[src/hw/tccu_pkg.sv]
package tccu_pkg;
  // Shape of the block
  localparam int NUM_UNITS = 2;
  localparam int TMR_W     = 16;
  localparam int SRC_SEL_W = 3;
  // Control word layout and reset value
  localparam int         CON_EN_BIT = 7;
  localparam logic [7:0] CON_RST    = 8'h00;
  // Mode codes held in the low nibble of the control word
  localparam logic [3:0] MODE_CMP_TOGGLE = 4'h2;
  localparam logic [3:0] MODE_CAP_FALL   = 4'h4;
  localparam logic [3:0] MODE_CAP_RISE   = 4'h5;
  localparam logic [3:0] MODE_CAP_RISE4  = 4'h6;
  localparam logic [3:0] MODE_CAP_RISE16 = 4'h7;
  localparam logic [3:0] MODE_CMP_SET    = 4'h8;
  localparam logic [3:0] MODE_CMP_CLR    = 4'h9;
  localparam logic [3:0] MODE_CMP_SWI    = 4'ha;
  localparam logic [3:0] MODE_CMP_TRIG   = 4'hb;
  // Edge prescaler
  localparam logic [3:0] PRE_RST     = 4'h0;
  localparam logic [1:0] PRE4_LAST   = 2'h3;
  localparam logic [3:0] PRE16_LAST  = 4'hf;
  // Avalon byte addresses: unit block base and stride, word slots
  localparam logic [5:0] REG_UNIT0     = 6'h00;
  localparam logic [5:0] REG_UNIT1     = 6'h10;
  localparam logic [1:0] SLOT_CON      = 2'h0;
  localparam logic [1:0] SLOT_CAPSEL   = 2'h1;
  localparam logic [1:0] SLOT_VALUE    = 2'h2;
  localparam logic [1:0] SLOT_FLAG     = 2'h3;
  localparam logic [5:0] REG_TMR_CTRL  = 6'h20;
  localparam logic [5:0] REG_TMR_COUNT = 6'h24;
  // Bit positions in flag and timer control words
  localparam int FLAG_BIT  = 0;
  localparam int IE_BIT    = 1;
  localparam int TMR_ON    = 0;
  localparam int TMR_EXT   = 1;
  localparam int TMR_SLEEP = 2;
endpackage

[src/hw/tccu_if.sv]
`timescale 1ns/1ps
`default_nettype none
interface tccu_if;
  // Orders from the controller
  logic [1:0]  con_wr;
  logic [7:0]  con_wdata;
  logic [5:0]  cap_sel;
  logic [1:0]  val_wr;
  logic [15:0] val_wdata;
  logic [1:0]  flag_clr;
  logic        tmr_wr;
  logic [15:0] tmr_wdata;
  logic [2:0]  tmr_ctrl;
  // State returned by the units
  logic [31:0] val_rdata;
  logic [1:0]  flag;
  logic [15:0] timer_count;

  modport dev (
    input  con_wr, con_wdata, cap_sel, val_wr, val_wdata, flag_clr,
    input  tmr_wr, tmr_wdata, tmr_ctrl,
    output val_rdata, flag, timer_count
  );
  modport host (
    output con_wr, con_wdata, cap_sel, val_wr, val_wdata, flag_clr,
    output tmr_wr, tmr_wdata, tmr_ctrl,
    input  val_rdata, flag, timer_count
  );
endinterface
`default_nettype wire

[src/hw/tccu_device.sv]
`timescale 1ns/1ps
`default_nettype none
module tccu_device #(
  parameter int NU = tccu_pkg::NUM_UNITS,
  parameter int TW = tccu_pkg::TMR_W
) (
  // Clock and reset
  input  wire logic          clk,
  input  wire logic          rstn,
  // Controller side
  tccu_if.dev                bus,
  // Pad levels of each unit pin, read even while driven
  input  wire logic [NU-1:0] remapped_pin_input,
  // Other capture sources
  input  wire logic          comparator_one_synced,
  input  wire logic          comparator_two_synced,
  input  wire logic          pin_change_event,
  input  wire logic          logic_cell_one_out,
  input  wire logic          logic_cell_two_out,
  input  wire logic          logic_cell_three_out,
  input  wire logic          logic_cell_four_out,
  // External timer clock pin
  input  wire logic          ext_timer_clock,
  // Compare results
  output logic      [NU-1:0] unit_pin,
  output logic      [NU-1:0] adc_trigger
);
  localparam int NRAW = NU + 8;

  logic [NRAW-1:0] raw_in;
  logic [NRAW-1:0] syn;
  logic            ext_prev_q;
  logic            ext_rise;
  logic            tick;
  logic [TW-1:0]   timer_q;
  logic [TW-1:0]   timer_d;

  // Every outside level is cleaned before edge detection
  assign raw_in = {ext_timer_clock, logic_cell_four_out, logic_cell_three_out,
                   logic_cell_two_out, logic_cell_one_out, pin_change_event,
                   comparator_two_synced, comparator_one_synced,
                   remapped_pin_input};

  tccu_sync #(
    .W (NRAW)
  ) u_sync (
    .clk      (clk),
    .rstn     (rstn),
    .async_in (raw_in),
    .sync_out (syn)
  );

  // Timer tick: synchronized external count or the instruction clock
  assign ext_rise = syn[NRAW-1] & ~ext_prev_q;
  assign tick = bus.tmr_ctrl[tccu_pkg::TMR_ON] &
                (bus.tmr_ctrl[tccu_pkg::TMR_EXT] ? ext_rise
                 : ~bus.tmr_ctrl[tccu_pkg::TMR_SLEEP]);
  assign timer_d = bus.tmr_wr ? bus.tmr_wdata
                 : tick       ? TW'(timer_q + 1'b1)
                 : timer_q;
  assign bus.timer_count = timer_q;

  // Shared timer; held count survives sleep
  always_ff @(posedge clk or negedge rstn) begin
    if (!rstn) begin
      timer_q    <= '0;
      ext_prev_q <= 1'b0;
    end else begin
      timer_q    <= timer_d;
      ext_prev_q <= syn[NRAW-1];
    end
  end

  // One identical slice per unit, each with its own control word
  for (genvar g = 0; g < NU; g++) begin : g_unit
    logic          en_q;
    logic [3:0]    mode_q;
    logic          src_prev_q;
    logic [3:0]    pre_q;
    logic [3:0]    pre_d;
    logic [TW-1:0] val_q;
    logic [TW-1:0] val_d;
    logic          flag_q;
    logic          out_q;
    logic          out_d;
    logic          trig_q;
    logic          match_q;
    logic [7:0]    srcs;
    logic [2:0]    sel;
    logic          src;
    logic          rise;
    logic          fall;
    logic          is_cap;
    logic          is_cmp;
    logic          cap_evt;
    logic          match;
    logic          hit;
    logic          zero_wr;

    // Source choice; pin source is this unit's own pad
    assign srcs = {syn[NU+6:NU], syn[g]};
    assign sel  = bus.cap_sel[g*3 +: 3];
    assign src  = srcs[sel];
    assign rise = src & ~src_prev_q;
    assign fall = ~src & src_prev_q;

    // Mode decode; capture codes share the 01xx pattern
    assign is_cap = en_q & (mode_q[3:2] == 2'b01);
    assign is_cmp = en_q & ((mode_q == tccu_pkg::MODE_CMP_TOGGLE) |
                    (mode_q >= tccu_pkg::MODE_CMP_SET &&
                     mode_q <= tccu_pkg::MODE_CMP_TRIG));

    // Capture event per edge mode and prescale position
    assign cap_evt = is_cap &
      ((mode_q == tccu_pkg::MODE_CAP_FALL)  ? fall
     : (mode_q == tccu_pkg::MODE_CAP_RISE)  ? rise
     : (mode_q == tccu_pkg::MODE_CAP_RISE4) ? rise & (pre_q[1:0] == tccu_pkg::PRE4_LAST)
     : rise & (pre_q == tccu_pkg::PRE16_LAST));

    // Counter runs on rises in every capture mode; a mode change
    // alone leaves it, so the next event may come early
    assign pre_d = !is_cap ? tccu_pkg::PRE_RST
                 : rise    ? 4'(pre_q + 1'b1)
                 : pre_q;

    // Capture beats a software load of the same cycle
    assign val_d = cap_evt        ? timer_q
                 : bus.val_wr[g]  ? bus.val_wdata
                 : val_q;

    // Match is edge-qualified so a paused timer acts only once
    assign match = is_cmp & (val_q == timer_q);
    assign hit   = match & ~match_q;

    // Pin action on a match; a zero control write wins
    assign zero_wr = bus.con_wr[g] & (bus.con_wdata == tccu_pkg::CON_RST);
    assign out_d = zero_wr ? 1'b0
                 : !hit    ? out_q
                 : (mode_q == tccu_pkg::MODE_CMP_TOGGLE) ? ~out_q
                 : (mode_q == tccu_pkg::MODE_CMP_SET)    ? 1'b1
                 : (mode_q == tccu_pkg::MODE_CMP_CLR)    ? 1'b0
                 : out_q;

    // Control word and edge history
    always_ff @(posedge clk or negedge rstn) begin
      if (!rstn) begin
        en_q       <= 1'b0;
        mode_q     <= tccu_pkg::CON_RST[3:0];
        src_prev_q <= 1'b0;
        pre_q      <= tccu_pkg::PRE_RST;
      end else begin
        if (bus.con_wr[g]) begin
          en_q   <= bus.con_wdata[tccu_pkg::CON_EN_BIT];
          mode_q <= bus.con_wdata[3:0];
        end
        src_prev_q <= src;
        pre_q      <= pre_d;
      end
    end

    // Value, flag, pin latch and converter strobe
    always_ff @(posedge clk or negedge rstn) begin
      if (!rstn) begin
        val_q   <= '0;
        flag_q  <= 1'b0;
        out_q   <= 1'b0;
        trig_q  <= 1'b0;
        match_q <= 1'b0;
      end else begin
        val_q   <= val_d;
        // Set beats clear; only flag_clr clears it, from software or the mode-change walk
        flag_q  <= (cap_evt | hit) | (flag_q & ~bus.flag_clr[g]);
        out_q   <= out_d;
        trig_q  <= hit & (mode_q == tccu_pkg::MODE_CMP_TRIG);
        match_q <= match;
      end
    end

    assign bus.val_rdata[g*TW +: TW] = val_q;
    assign bus.flag[g]   = flag_q;
    assign unit_pin[g]   = out_q;
    assign adc_trigger[g] = trig_q;
  end
endmodule
`default_nettype wire

[src/hw/tccu_sync.sv]
`timescale 1ns/1ps
`default_nettype none
// Three-stage synchroniser; a bit changes once stages two and three agree
module tccu_sync #(
  parameter int W = 1
) (
  // Clock and reset
  input  wire logic         clk,
  input  wire logic         rstn,
  // Asynchronous levels and their clean copies
  input  wire logic [W-1:0] async_in,
  output logic      [W-1:0] sync_out
);
  logic [W-1:0] s1_q;
  logic [W-1:0] s2_q;
  logic [W-1:0] s3_q;
  logic [W-1:0] out_q;
  logic [W-1:0] agree;

  // Disagreement keeps the old value, filtering one-cycle glitches
  assign agree    = ~(s2_q ^ s3_q);
  assign sync_out = out_q;

  // Stage one feeds stage two only
  always_ff @(posedge clk or negedge rstn) begin
    if (!rstn) begin
      s1_q  <= '0;
      s2_q  <= '0;
      s3_q  <= '0;
      out_q <= '0;
    end else begin
      s1_q  <= async_in;
      s2_q  <= s1_q;
      s3_q  <= s2_q;
      out_q <= (s3_q & agree) | (out_q & ~agree);
    end
  end
endmodule
`default_nettype wire

[src/flat_wrapper.sv]
// flat-port wrapper written by rule: the top's interface ports become plain ports
module tccu_device_flat 
#(
  parameter int NU = tccu_pkg::NUM_UNITS,
  parameter int TW = tccu_pkg::TMR_W
)
  (clk, rstn, remapped_pin_input, comparator_one_synced, comparator_two_synced, pin_change_event, logic_cell_one_out, logic_cell_two_out, logic_cell_three_out, logic_cell_four_out, ext_timer_clock, unit_pin, adc_trigger, bus_con_wr, bus_con_wdata, bus_cap_sel, bus_val_wr, bus_val_wdata, bus_flag_clr, bus_tmr_wr, bus_tmr_wdata, bus_tmr_ctrl, bus_val_rdata, bus_flag, bus_timer_count);
  tccu_if bus_i ();
  input  wire logic clk;
  input  wire logic rstn;
  input  wire logic [NU-1:0] remapped_pin_input;
  input  wire logic comparator_one_synced;
  input  wire logic comparator_two_synced;
  input  wire logic pin_change_event;
  input  wire logic logic_cell_one_out;
  input  wire logic logic_cell_two_out;
  input  wire logic logic_cell_three_out;
  input  wire logic logic_cell_four_out;
  input  wire logic ext_timer_clock;
  output logic      [NU-1:0] unit_pin;
  output logic      [NU-1:0] adc_trigger;
  input wire logic [$bits(bus_i.con_wr)-1:0] bus_con_wr;
  input wire logic [$bits(bus_i.con_wdata)-1:0] bus_con_wdata;
  input wire logic [$bits(bus_i.cap_sel)-1:0] bus_cap_sel;
  input wire logic [$bits(bus_i.val_wr)-1:0] bus_val_wr;
  input wire logic [$bits(bus_i.val_wdata)-1:0] bus_val_wdata;
  input wire logic [$bits(bus_i.flag_clr)-1:0] bus_flag_clr;
  input wire logic [$bits(bus_i.tmr_wr)-1:0] bus_tmr_wr;
  input wire logic [$bits(bus_i.tmr_wdata)-1:0] bus_tmr_wdata;
  input wire logic [$bits(bus_i.tmr_ctrl)-1:0] bus_tmr_ctrl;
  output wire logic [$bits(bus_i.val_rdata)-1:0] bus_val_rdata;
  output wire logic [$bits(bus_i.flag)-1:0] bus_flag;
  output wire logic [$bits(bus_i.timer_count)-1:0] bus_timer_count;
  assign bus_i.con_wr = bus_con_wr;
  assign bus_i.con_wdata = bus_con_wdata;
  assign bus_i.cap_sel = bus_cap_sel;
  assign bus_i.val_wr = bus_val_wr;
  assign bus_i.val_wdata = bus_val_wdata;
  assign bus_i.flag_clr = bus_flag_clr;
  assign bus_i.tmr_wr = bus_tmr_wr;
  assign bus_i.tmr_wdata = bus_tmr_wdata;
  assign bus_i.tmr_ctrl = bus_tmr_ctrl;
  assign bus_val_rdata = bus_i.val_rdata;
  assign bus_flag = bus_i.flag;
  assign bus_timer_count = bus_i.timer_count;
  tccu_device #(.NU(NU), .TW(TW)) u_core (.clk(clk), .rstn(rstn), .bus(bus_i), .remapped_pin_input(remapped_pin_input), .comparator_one_synced(comparator_one_synced), .comparator_two_synced(comparator_two_synced), .pin_change_event(pin_change_event), .logic_cell_one_out(logic_cell_one_out), .logic_cell_two_out(logic_cell_two_out), .logic_cell_three_out(logic_cell_three_out), .logic_cell_four_out(logic_cell_four_out), .ext_timer_clock(ext_timer_clock), .unit_pin(unit_pin), .adc_trigger(adc_trigger));
endmodule
[config.mk]
export PLATFORM = sky130hd
export DESIGN_NAME = tccu_device_flat
export DESIGN_NICKNAME = d
export VERILOG_FILES = /design/src/hw/tccu_pkg.sv /design/src/hw/tccu_if.sv /design/src/hw/tccu_device.sv /design/src/hw/tccu_sync.sv /design/src/flat_wrapper.sv
export SDC_FILE = /design/constraint.sdc
export NUM_CORES = 1
export LEC_CHECK = 0
export BUFFER_PORTS_ARGS = -buffer_cell sky130_fd_sc_hd__buf_2
export CAP_MARGIN = 5
export CORE_ASPECT_RATIO = 0.9
export CORE_MARGIN = 5
export CORE_UTILIZATION = 49
export CTS_CLUSTER_SIZE = 10
export DETAILED_ROUTE_END_ITERATION = 8
export PLACE_DENSITY = 0.82
export SYNTH_ARGS = -nofsm -noshare
export SYNTH_HDL_FRONTEND = slang
export SYNTH_HIERARCHICAL = 1
export SYNTH_SLANG_ARGS = --single-unit
[constraint.sdc]
create_clock -name clk -period 1.95 [get_ports clk]
set_input_delay 0.4875 -clock clk [delete_from_list [all_inputs] [get_ports clk]]
set_output_delay 0.4875 -clock clk [all_outputs]
set_load 0.03 [all_outputs]
==> results of run 1 <==
## what timing repair did
action                                  CTS  global route
cloned                                    1             1
gates resized for setup                   3            18
pin swaps                                 2             1
endpoints found under the setup margin   30            36
setup buffers                             5             3
endpoints found under the hold margin     0             0
## per-stage QoR
| stage | setup slack [ns] | power (mW) | hold slack, ns | utilization, % | std cells |
|---|---|---|---|---|---|
| after global routing | -0.168 | 7.22 | 0.0301 | 64.3 | 779 |
| after floorplan | -0.230 | 3.65 | 0.192 | - | 451 |
| after detailed placement | -0.432 | 4.20 | 0.335 | 58.1 | 740 |
| after global placement | -0.360 | 4.15 | 0.333 | 58.1 | 740 |
| after CTS | -0.165 | 6.90 | 0.00811 | 63.2 | 775 |
| final | -0.152 | 6.92 | 0.0175 | 64.3 | 779 |
## worst max path at each step
stage | from | to | slack (ns) | cells past startpoint
2_1_floorplan | bus_cap_sel[2] | u_core/g_unit[0].val_q[10] | -0.23 | 6
3_3_place_gp | bus_cap_sel[3] | u_core/g_unit[1].val_q[5] | -0.36 | 7
3_5_place_dp | bus_cap_sel[3] | u_core/g_unit[1].val_q[4] | -0.43 | 7
4_1_cts | flip-flop | u_core/g_unit[1].val_q[5] | -0.16 | 6
5_1_grt | flip-flop | u_core/g_unit[0].val_q[10] | -0.17 | 6
6_report | flip-flop | u_core/g_unit[1].val_q[4] | -0.15 | 7
## layout by cell type (no fill, tap or decap), types with 4 or more instances in the layout
cell and instances:
clkbuf_16 19, nor4_1 6, xor2_1 15, clkbuf_1 4, clkinv_2 5, nand2_1 29
dfrtp_1 115, inv_1 12, o21ai_0 21, nand3_1 11, buf_2 120, buf_4 43
nor3_1 14, buf_12 4, o2111ai_1 4, nand4_1 4, mux2_2 41, a31oi_1 4
maj3_2 10, mux2i_1 13, xnor2_1 36, mux2_4 20, mux4_2 4, nor2_1 18
## state kept, by name, summed over array words and instances (netlist names), 8 cells and up, named ones only
signal                  cells
u_core/g_unit.mode_q        8
u_core/u_sync/s1_q         10
u_core/g_unit.val_q        32
u_core/g_unit.pre_q         8
u_core/u_sync/s3_q         10
u_core/u_sync/s2_q         10
u_core/bus.timer_count     16
## report_power, final
group / switching, mW / total [mW] / internal, mW
clock: 1.00 / 2.65 / 1.65
combinational: 0.768 / 1.41 / 0.638
sequential: 0.222 / 2.86 / 2.64
total: 1.99 / 6.92 / 4.92
## per-layer routing
layer | track usage (%) | vias to the layer above
met5 | 0 | -
met1 | 29.1 | 2038
li1 | - | 1909
met2 | 33.6 | 184
met4 | 10.6 | 2
met3 | 5.61 | 36
## area by class of cell
class	count	area [um^2]	share of cell area (%)
clock buffer	23	468	6.44
clock inverter	6	32.5	0.448
inverter	13	51.3	0.706
multi-input combinational	292	2500	34.4
sequential	117	2930	40.3
tap	156	195	2.69
timing repair buffer	172	1090	15.0
## cell usage after synthesis, types with 10 or more instances
cell | instances | area [um^2]
nand3_1 | 11 | 55.1
nor3_1 | 15 | 75.1
inv_1 | 12 | 45.0
o21ai_0 | 21 | 105
mux2_2 | 49 | 552
clkbuf_1 | 20 | 75.1
maj3_2 | 10 | 113
nor2_1 | 18 | 67.6
xnor2_1 | 39 | 342
mux2i_1 | 13 | 130
dfrtp_1 | 117 | 2930
nand2_1 | 29 | 109
xor2_1 | 15 | 131
mux2_4 | 12 | 180
## cell families after synthesis
| family | Yosys count | synth area share (%) |
|---|---|---|
| flip-flops | 117 | 52.6 |
| AND/OR/NAND/NOR | 105 | 9.62 |
| multiplexers | 80 | 18.2 |
| XOR/XNOR | 54 | 8.49 |
| buffers and inverters | 42 | 3.80 |
| AO/OA/AOI/OAI | 40 | 4.63 |
| adder cells (fa/ha/maj) | 13 | 2.70 |
==> run summary, run 1 <==
total CTS buffers - 17
setup ws final - -0.152 ns
Crit-path slowest cell - mux4_2
die width - 122 um
slew at the pin with the worst max-slew slack - 0.448 ns
drt first pass iters - 5
Worst-path clk slew - 0.05 ns
Final Critical Period - 2.10 ns
routed length on met3 - 1.01 mm
All-Layer GR Usage - 22.0%
Initial Utilization - 49.3%
Post-route DRC - 0
Max Clock Skew - 0.00741 ns
synthesized area - 5570 um^2
design area - 7270 um^2
initial drt markers - 244
Fin. Hold Viols - 0
Post-synth EDFFs - 0
PD cells - 952 nW/um^2
row count - 37
average wire per standard cell - 18.7 um
synthesized netlist cell count - 451
Netlist cell types - 46
Max Slew Vio Count - 0
Worst R2R End - u_core/g_unit[1].val_q[4]
RSZ-0062 raised after global routing - true
register area share after synthesis - 52.6%
critical path class - flip-flop to flip-flop
leak pwr - 3.33 nW
antenna-violating nets left - 0
core area - 11300 um^2
IO Pins - 122
CTS sink cnt - 117
hold_buf cts - 0
Metal-1 WL - 6.20 mm
worst reg-to-reg setup slack - -0.15 ns
Avg Cell Area, Syn - 12.3 um^2
Worst VDD drop - 0.000644 V
die height - 111 um
DP HPWL - 10.3 mm
met2 wire len - 6.89 mm
htree depth - 4
ys flop type - dfrtp_1
# diodes - 0
failing checks - setup timing
endpoint class of the critical path - flip-flop
Buf/Inv on CP - 3
TNS Setup - -3.54 ns
Final setup violation count - 33
Max Cap Violations - 0
worst-path fanout max - 7
CP arrival - 2.40 ns
area grow syn2layout - 30.5%
Worst Reg-to-Reg Cells - 7
share of post-route cells with drive strength above 1 - 45.9%
first-pass GRT wire length - 22.7 mm
highest routing layer actually used - met5
Post-synth ARST share - 100%
vias in the first global route - 4371
die area - 13600 um^2
TritonCTS clock tree - yes
syn nets - 522
Synth Register Bits - 117
port bufs - 121
fillers - 839
Crit path max-delay family - multiplexers
run status - finished, violations left
Placed Area - 6570 um^2
cells along the critical path - mux4_2, mux2i_4, buf_6, inv_4, a31o_4, clkbuf_16, mux2_4
total gr overflow - 0
startpoint types - flip-flop
Nets - 684
Achievable Freq - 476 MHz
vias - 4169
CP max stage delay - 0.51 ns
CTS Buffer Depth - 2
pin count of the biggest net entering global routing - 55
root buf cell - clkbuf_16
initial antenna violation count - 1
Via density - 5.35
Max-Slew Margin vs Limit - 69.7%
worst skew pair latency - 0.42 ns
routability cong. - 0.960
DRT Wirelength - 14.5 mm
synth warn - 6
Worst Hold Class - input port to asynchronous set/reset pin
Critical Path RT - 2.25 ns
final worst-path cycle share - 108%
Power figures use the tool's default switching activity.
==> run 2, diff against run 1 <==
- SYNTH_HIERARCHICAL: 1 -> default
==> run summary, run 2 <==
Worst VDD drop - 0.000572 V
main combinational cell family by area after synthesis - multiplexers
Avg Cell Area, Syn - 12.2 um^2
vias in the first global route - 4279
Post-route DRC - 0
All-Layer GR Usage - 21.4%
Max Clock Skew - 0.0113 ns
Crit-path slowest cell - mux4_2
die height - 111 um
CTS Buffer Depth - 2
vias - 4114
Achievable Freq - 469 MHz
total CTS buffers - 17
die area - 13700 um^2
commonest non-fill, non-tap cell in the layout - buf_2
simple-gate share of the synthesized area - 10.4%
area grow syn2layout - 29.7%
M3 GR Usage - 6.50%
max FFs per register - 32
RSZ-0062 raised after global routing - true
Netlist cell types - 51
DRT Wirelength - 13.8 mm
slew at the pin with the worst max-slew slack - 0.468 ns
synth warn - 0
Max Slew Vio Count - 0
Worst Hold Class - input port to asynchronous set/reset pin
CP max stage delay - 0.52 ns
worst skew pair latency - 0.42 ns
utilization after layout - 64.2%
Final setup violation count - 32
M1 GR Usage - 28.9%
dpl ws - -0.458 ns
CP arrival - 2.44 ns
Post-synth top cells - dfrtp_1 (117), mux2_2 (62), xnor2_1 (43)
Initial Utilization - 49.5%
hold slack - 0.0136 ns
Via density - 5.31
commonest cells after routing, fill and taps aside - buf_2 (120), dfrtp_1 (111), mux2_2 (62)
register area share after synthesis - 52.3%
global route hottest layer - met2
Post-synth EDFFs - 0
Synth Area in Adders - 2.46%
Top reg by flops - u_core.g_unit.val_q
startpoint types - flip-flop
top cell type's share of synthesized area - 52.3%
leak pwr - 3.26 nW
Yosys top cell by area - dfrtp_1
post-synthesis mux area share - 18.3%
Critical Path RT - 2.25 ns
worst-path fanout max - 17
synthesized area - 5590 um^2
core area - 11300 um^2
first-pass GRT wire length - 22.5 mm
Worst-path clk slew - 0.06 ns
PD cells - 989 nW/um^2
fillers - 848
antenna-violating nets left - 0
ys flop type - dfrtp_1
initial drt markers - 227
global routing usage on met2 - 32.9%
setup ws final - -0.183 ns
port bufs - 121
Max-Slew Margin vs Limit - 68.8%
Synth Area in Compound Gates - 4.23%
htree depth - 4
critical path class - flip-flop to flip-flop
post-synthesis xor/xnor area fraction - 8.61%
TritonCTS clock tree - yes
Final Critical Period - 2.13 ns
endpoint class of the critical path - flip-flop
Nets - 677
run status - finished, violations left
root buf cell - clkbuf_16
final worst-path cycle share - 109%
IO Pins - 122
syn nets - 529
synthesized netlist cell count - 458
Max Cap Violations - 0
total gr overflow - 0
ranking of synthesized cells by area - dfrtp_1 (52%), mux2_2 (12%), xnor2_1 (6.7%)
share of post-route cells with drive strength above 1 - 47.3%
Post-synth ARST share - 100%
Fin. Hold Viols - 0
most frequent cell after synthesis - dfrtp_1
die width - 123 um
CTS sink cnt - 117
row count - 37
cells along the critical path - mux4_2, mux2i_4, nand4_1, a211o_1, buf_12, mux2_4
Synth Register Bits - 117
failing checks - setup timing
average wire per standard cell - 17.8 um
pin count of the biggest net entering global routing - 34
initial antenna violation count - 1
# diodes - 0
routability cong. - 0.893
drt first pass iters - 4
DP HPWL - 10.3 mm
[run 2: changes by cell type after synthesis, sizes merged, moves of 4 or more]
cell    previous run  this run
xnor2             39        43
inv               13         6
clkbuf            20        26
nand4              4        17
nor3              15         7
nor4               7         3
mux2              61        70
mux2i             15         8
[run 2: path summary, 6_finish.rpt]
kind                                               to  slack [ns]  cells past startpoint
setup / recovery           u_core.g_unit[1].val_q[15]       -0.18                      6
hold / removal                  u_core.u_sync.s1_q[3]        0.01                      1
setup reg to reg           u_core.g_unit[1].val_q[15]       -0.18                      6
hold reg to reg                 u_core.u_sync.s2_q[8]        0.35                      0
max in group asynchronous       u_core.u_sync.s2_q[0]        1.34                      2
min in group clk                u_core.u_sync.s1_q[9]        0.17                      1
[run 2: kinds of logic after synthesis]
logic type	count (synthesis)
compound gates	37
xor+xnor	55
fa+ha+maj	13
buf+inv	42
flops	117
mux	82
simple gates	112
[run 2: per-layer routing]
| metal | vias up | wire, um |
|---|---|---|
| met3 | 29 | 1090 |
| li1 | 1909 | - |
| met1 | 2013 | 5860 |
| met4 | 2 | 343 |
| met5 | - | 13 |
| met2 | 161 | 6510 |
[run 2: layout make-up]
class	instances	area, um^2	area share (%)
inverters	6	22.5	0.311
multi-input cells	299	2540	35.1
clock inverters	15	136	1.88
clock buffers	17	425	5.87
well taps	156	195	2.69
flip-flops and latches	117	2940	40.5
repair buffers	165	992	13.7
[run 2: stage by stage]
step	total power, mW	instance area, um^2	cells	setup TNS, ns
floorplan	3.72	5690	458	-5.35
global placement	4.18	6600	737	-10.57
detailed placement	4.23	6600	737	-12.18
CTS	7.18	7190	773	-3.95
global route	7.48	7250	775	-5.98
finish	7.17	7250	775	-3.89
[run 2: critical path, delay by kind of cell (launching register included)]
family	cells	cell delay, ns
AOI/OAI and AO/OA	1	0.31
buffers and inverters	1	0.17
DFF	1	0.40
muxes	3	1.02
and+or+nand+nor	1	0.11
[run 2: what timing repair did]
action / CTS / global route
hold endpoints to repair: 0 / 0
hold buffers: 0 / 0
setup buffers: 4 / 2
endpoints found under the setup margin: 31 / 35
resized for setup: 1 / 7
pin swaps: 0 / 1
[run 2: power breakdown]
part,switching [mW],internal [mW],total (mW)
registers,0.235,2.63,2.87
logic,0.738,0.641,1.38
clock network,1.25,1.67,2.93
==> run 3, diff against run 2 <==
- CORE_UTILIZATION: 49 -> 54
- PLACE_DENSITY: 0.82 -> 0.85
- clock period: 1.95 -> 2.48 ns (I/O delays scaled with it)
==> run summary, run 3 (synthesis gave the netlist of run 2 again) <==
DRT Wirelength - 13.3 mm
TNS Setup - 0 ns
total CTS buffers - 17
slew at the pin with the worst max-slew slack - 0.631 ns
initial antenna violation count - 2
antenna-violating nets left - 0
die area - 12500 um^2
Max Clock Skew - 0.00963 ns
post-CTS setup buffers - 0
row count - 35
vias - 3973
CTS resizes - 0
worst skew pair latency - 0.40 ns
CTS Buffer Depth - 2
die width - 117 um
commonest cells after routing, fill and taps aside - buf_2 (120), dfrtp_1 (117), mux2_2 (62)
Final Critical Period - 2.26 ns
hold_buf cts - 0
total gr overflow - 0
endpoint class of the critical path - flip-flop
share of post-route cells with drive strength above 1 - 40.7%
die height - 107 um
commonest non-fill, non-tap cell in the layout - buf_2
root buf cell - clkbuf_16
Achievable Freq - 443 MHz
fillers - 727
Clock power frac - 42.4%
CP Launch Point - u_core.bus.timer_count[6]
Worst Reg-to-Reg Cells - 5
IO Pins - 122
TritonCTS clock tree - yes
average wire per standard cell - 18.7 um
Flop pwr share - 40.5%
Worst R2R End - u_core.g_unit[1].out_q
critical path class - flip-flop to flip-flop
hold slack - 0.275 ns
Top reg by flops - u_core.g_unit.val_q
DP HPWL - 9.57 mm
total power - 5.60 mW
Final setup violation count - 0
CTS sink cnt - 117
initial drt markers - 206
Worst-path clk slew - 0.06 ns
worst reg-to-reg setup slack - 0.22 ns
Critical Path RT - 2.79 ns
CP arrival - 2.57 ns
PD cells - 814 nW/um^2
pin count of the biggest net entering global routing - 118
routability cong. - 0.892
final worst-path cycle share - 91.0%
utilization after layout - 67.4%
first-pass GRT wire length - 21.9 mm
vias in the first global route - 4302
port bufs - 121
Comb pwr share - 17.1%
Max Cap Violations - 0
RSZ-0062 raised after global routing - false
htree depth - 4
Post-route DRC - 0
r2r startpoint - u_core.bus.timer_count[6]
CP endpoint - u_core.g_unit[1].out_q
Fin. Hold Viols - 0
Worst Hold Class - input port to asynchronous set/reset pin
Initial Utilization - 54.8%
core area - 10200 um^2
switching share of power - 29.0%
max FFs per register - 32
Max-Slew Margin vs Limit - 58.0%
Max Slew Vio Count - 0
run status - complete, no violations
leak pwr - 3.06 nW
startpoint types - flip-flop
All-Layer GR Usage - 22.6%
Worst VDD drop - 0.000403 V
area grow syn2layout - 23.0%
drt first pass iters - 4
Int Power - 3.97 mW
Nets - 643
worst-path fanout max - 9
Via density - 5.56
P_sw - 1.62 mW
[run 3: final cells by class]
cell class / instances / area (um^2) / area share, %
Antenna cell: 1 / 2.50 / 0.0364
Clock buffer: 18 / 429 / 6.24
Clock inverter: 14 / 153 / 2.22
Inverter: 6 / 22.5 / 0.328
Multi-Input combinational cell: 299 / 2460 / 35.8
Sequential cell: 117 / 2930 / 42.6
Tap cell: 129 / 161 / 2.35
Timing Repair Buffer: 131 / 721 / 10.5
[run 3: through the flow]
stage	area, um^2	instances	setup WS, ns
2_1_floorplan	5590	458	0.0173
3_3_place_gp	6290	682	-0.00598
3_5_place_dp	6290	682	-0.0923
4_1_cts	6870	714	0.259
5_1_grt	6880	715	0.161
6_report	6880	715	0.224
[run 3: worst min path at each step]
stage	start	end	slack [ns]	cells past startpoint
final	rstn	u_core.u_sync.s3_q[1]	0.28	2
after CTS	ext_timer_clock	u_core.u_sync.s1_q[9]	0.31	1
after floorplan	rstn	asynchronous set/reset pin	0.32	0
after global routing	remapped_pin_input[1]	u_core.u_sync.s1_q[1]	0.31	1
after global placement	u_core.u_sync.s1_q[2]	u_core.u_sync.s2_q[2]	0.33	0
after detailed placement	u_core.u_sync.s1_q[7]	u_core.u_sync.s2_q[7]	0.33	0
[run 3: power groups by stage]
stage	combinational [mW]	clock, mW	sequential, mW
after global placement	0.926	0	2.28
after detailed placement	0.956	0	2.29
final	0.959	2.37	2.27
after global routing	1.03	2.50	2.29
after floorplan	0.497	0	2.39
after CTS	0.964	2.42	2.26
[run 3: worst max-delay path, stage by stage, from the launching register on]
cell       delay, ns
dfrtp_1         0.50
xnor2_1         0.29
o2111ai_1       0.19
or3_1           0.41
or4_1           0.56
mux2i_1         0.21
[run 3: metal layers]
metal	share of wire (%)	routed length, um	track usage [%]	vias up
met5	0.097	13	0	-
met4	2.0	262	8.19	2
met3	6.3	841	5.63	27
met2	50	6660	36.2	143
met1	42	5560	29.7	1968
li1	-	-	-	1833
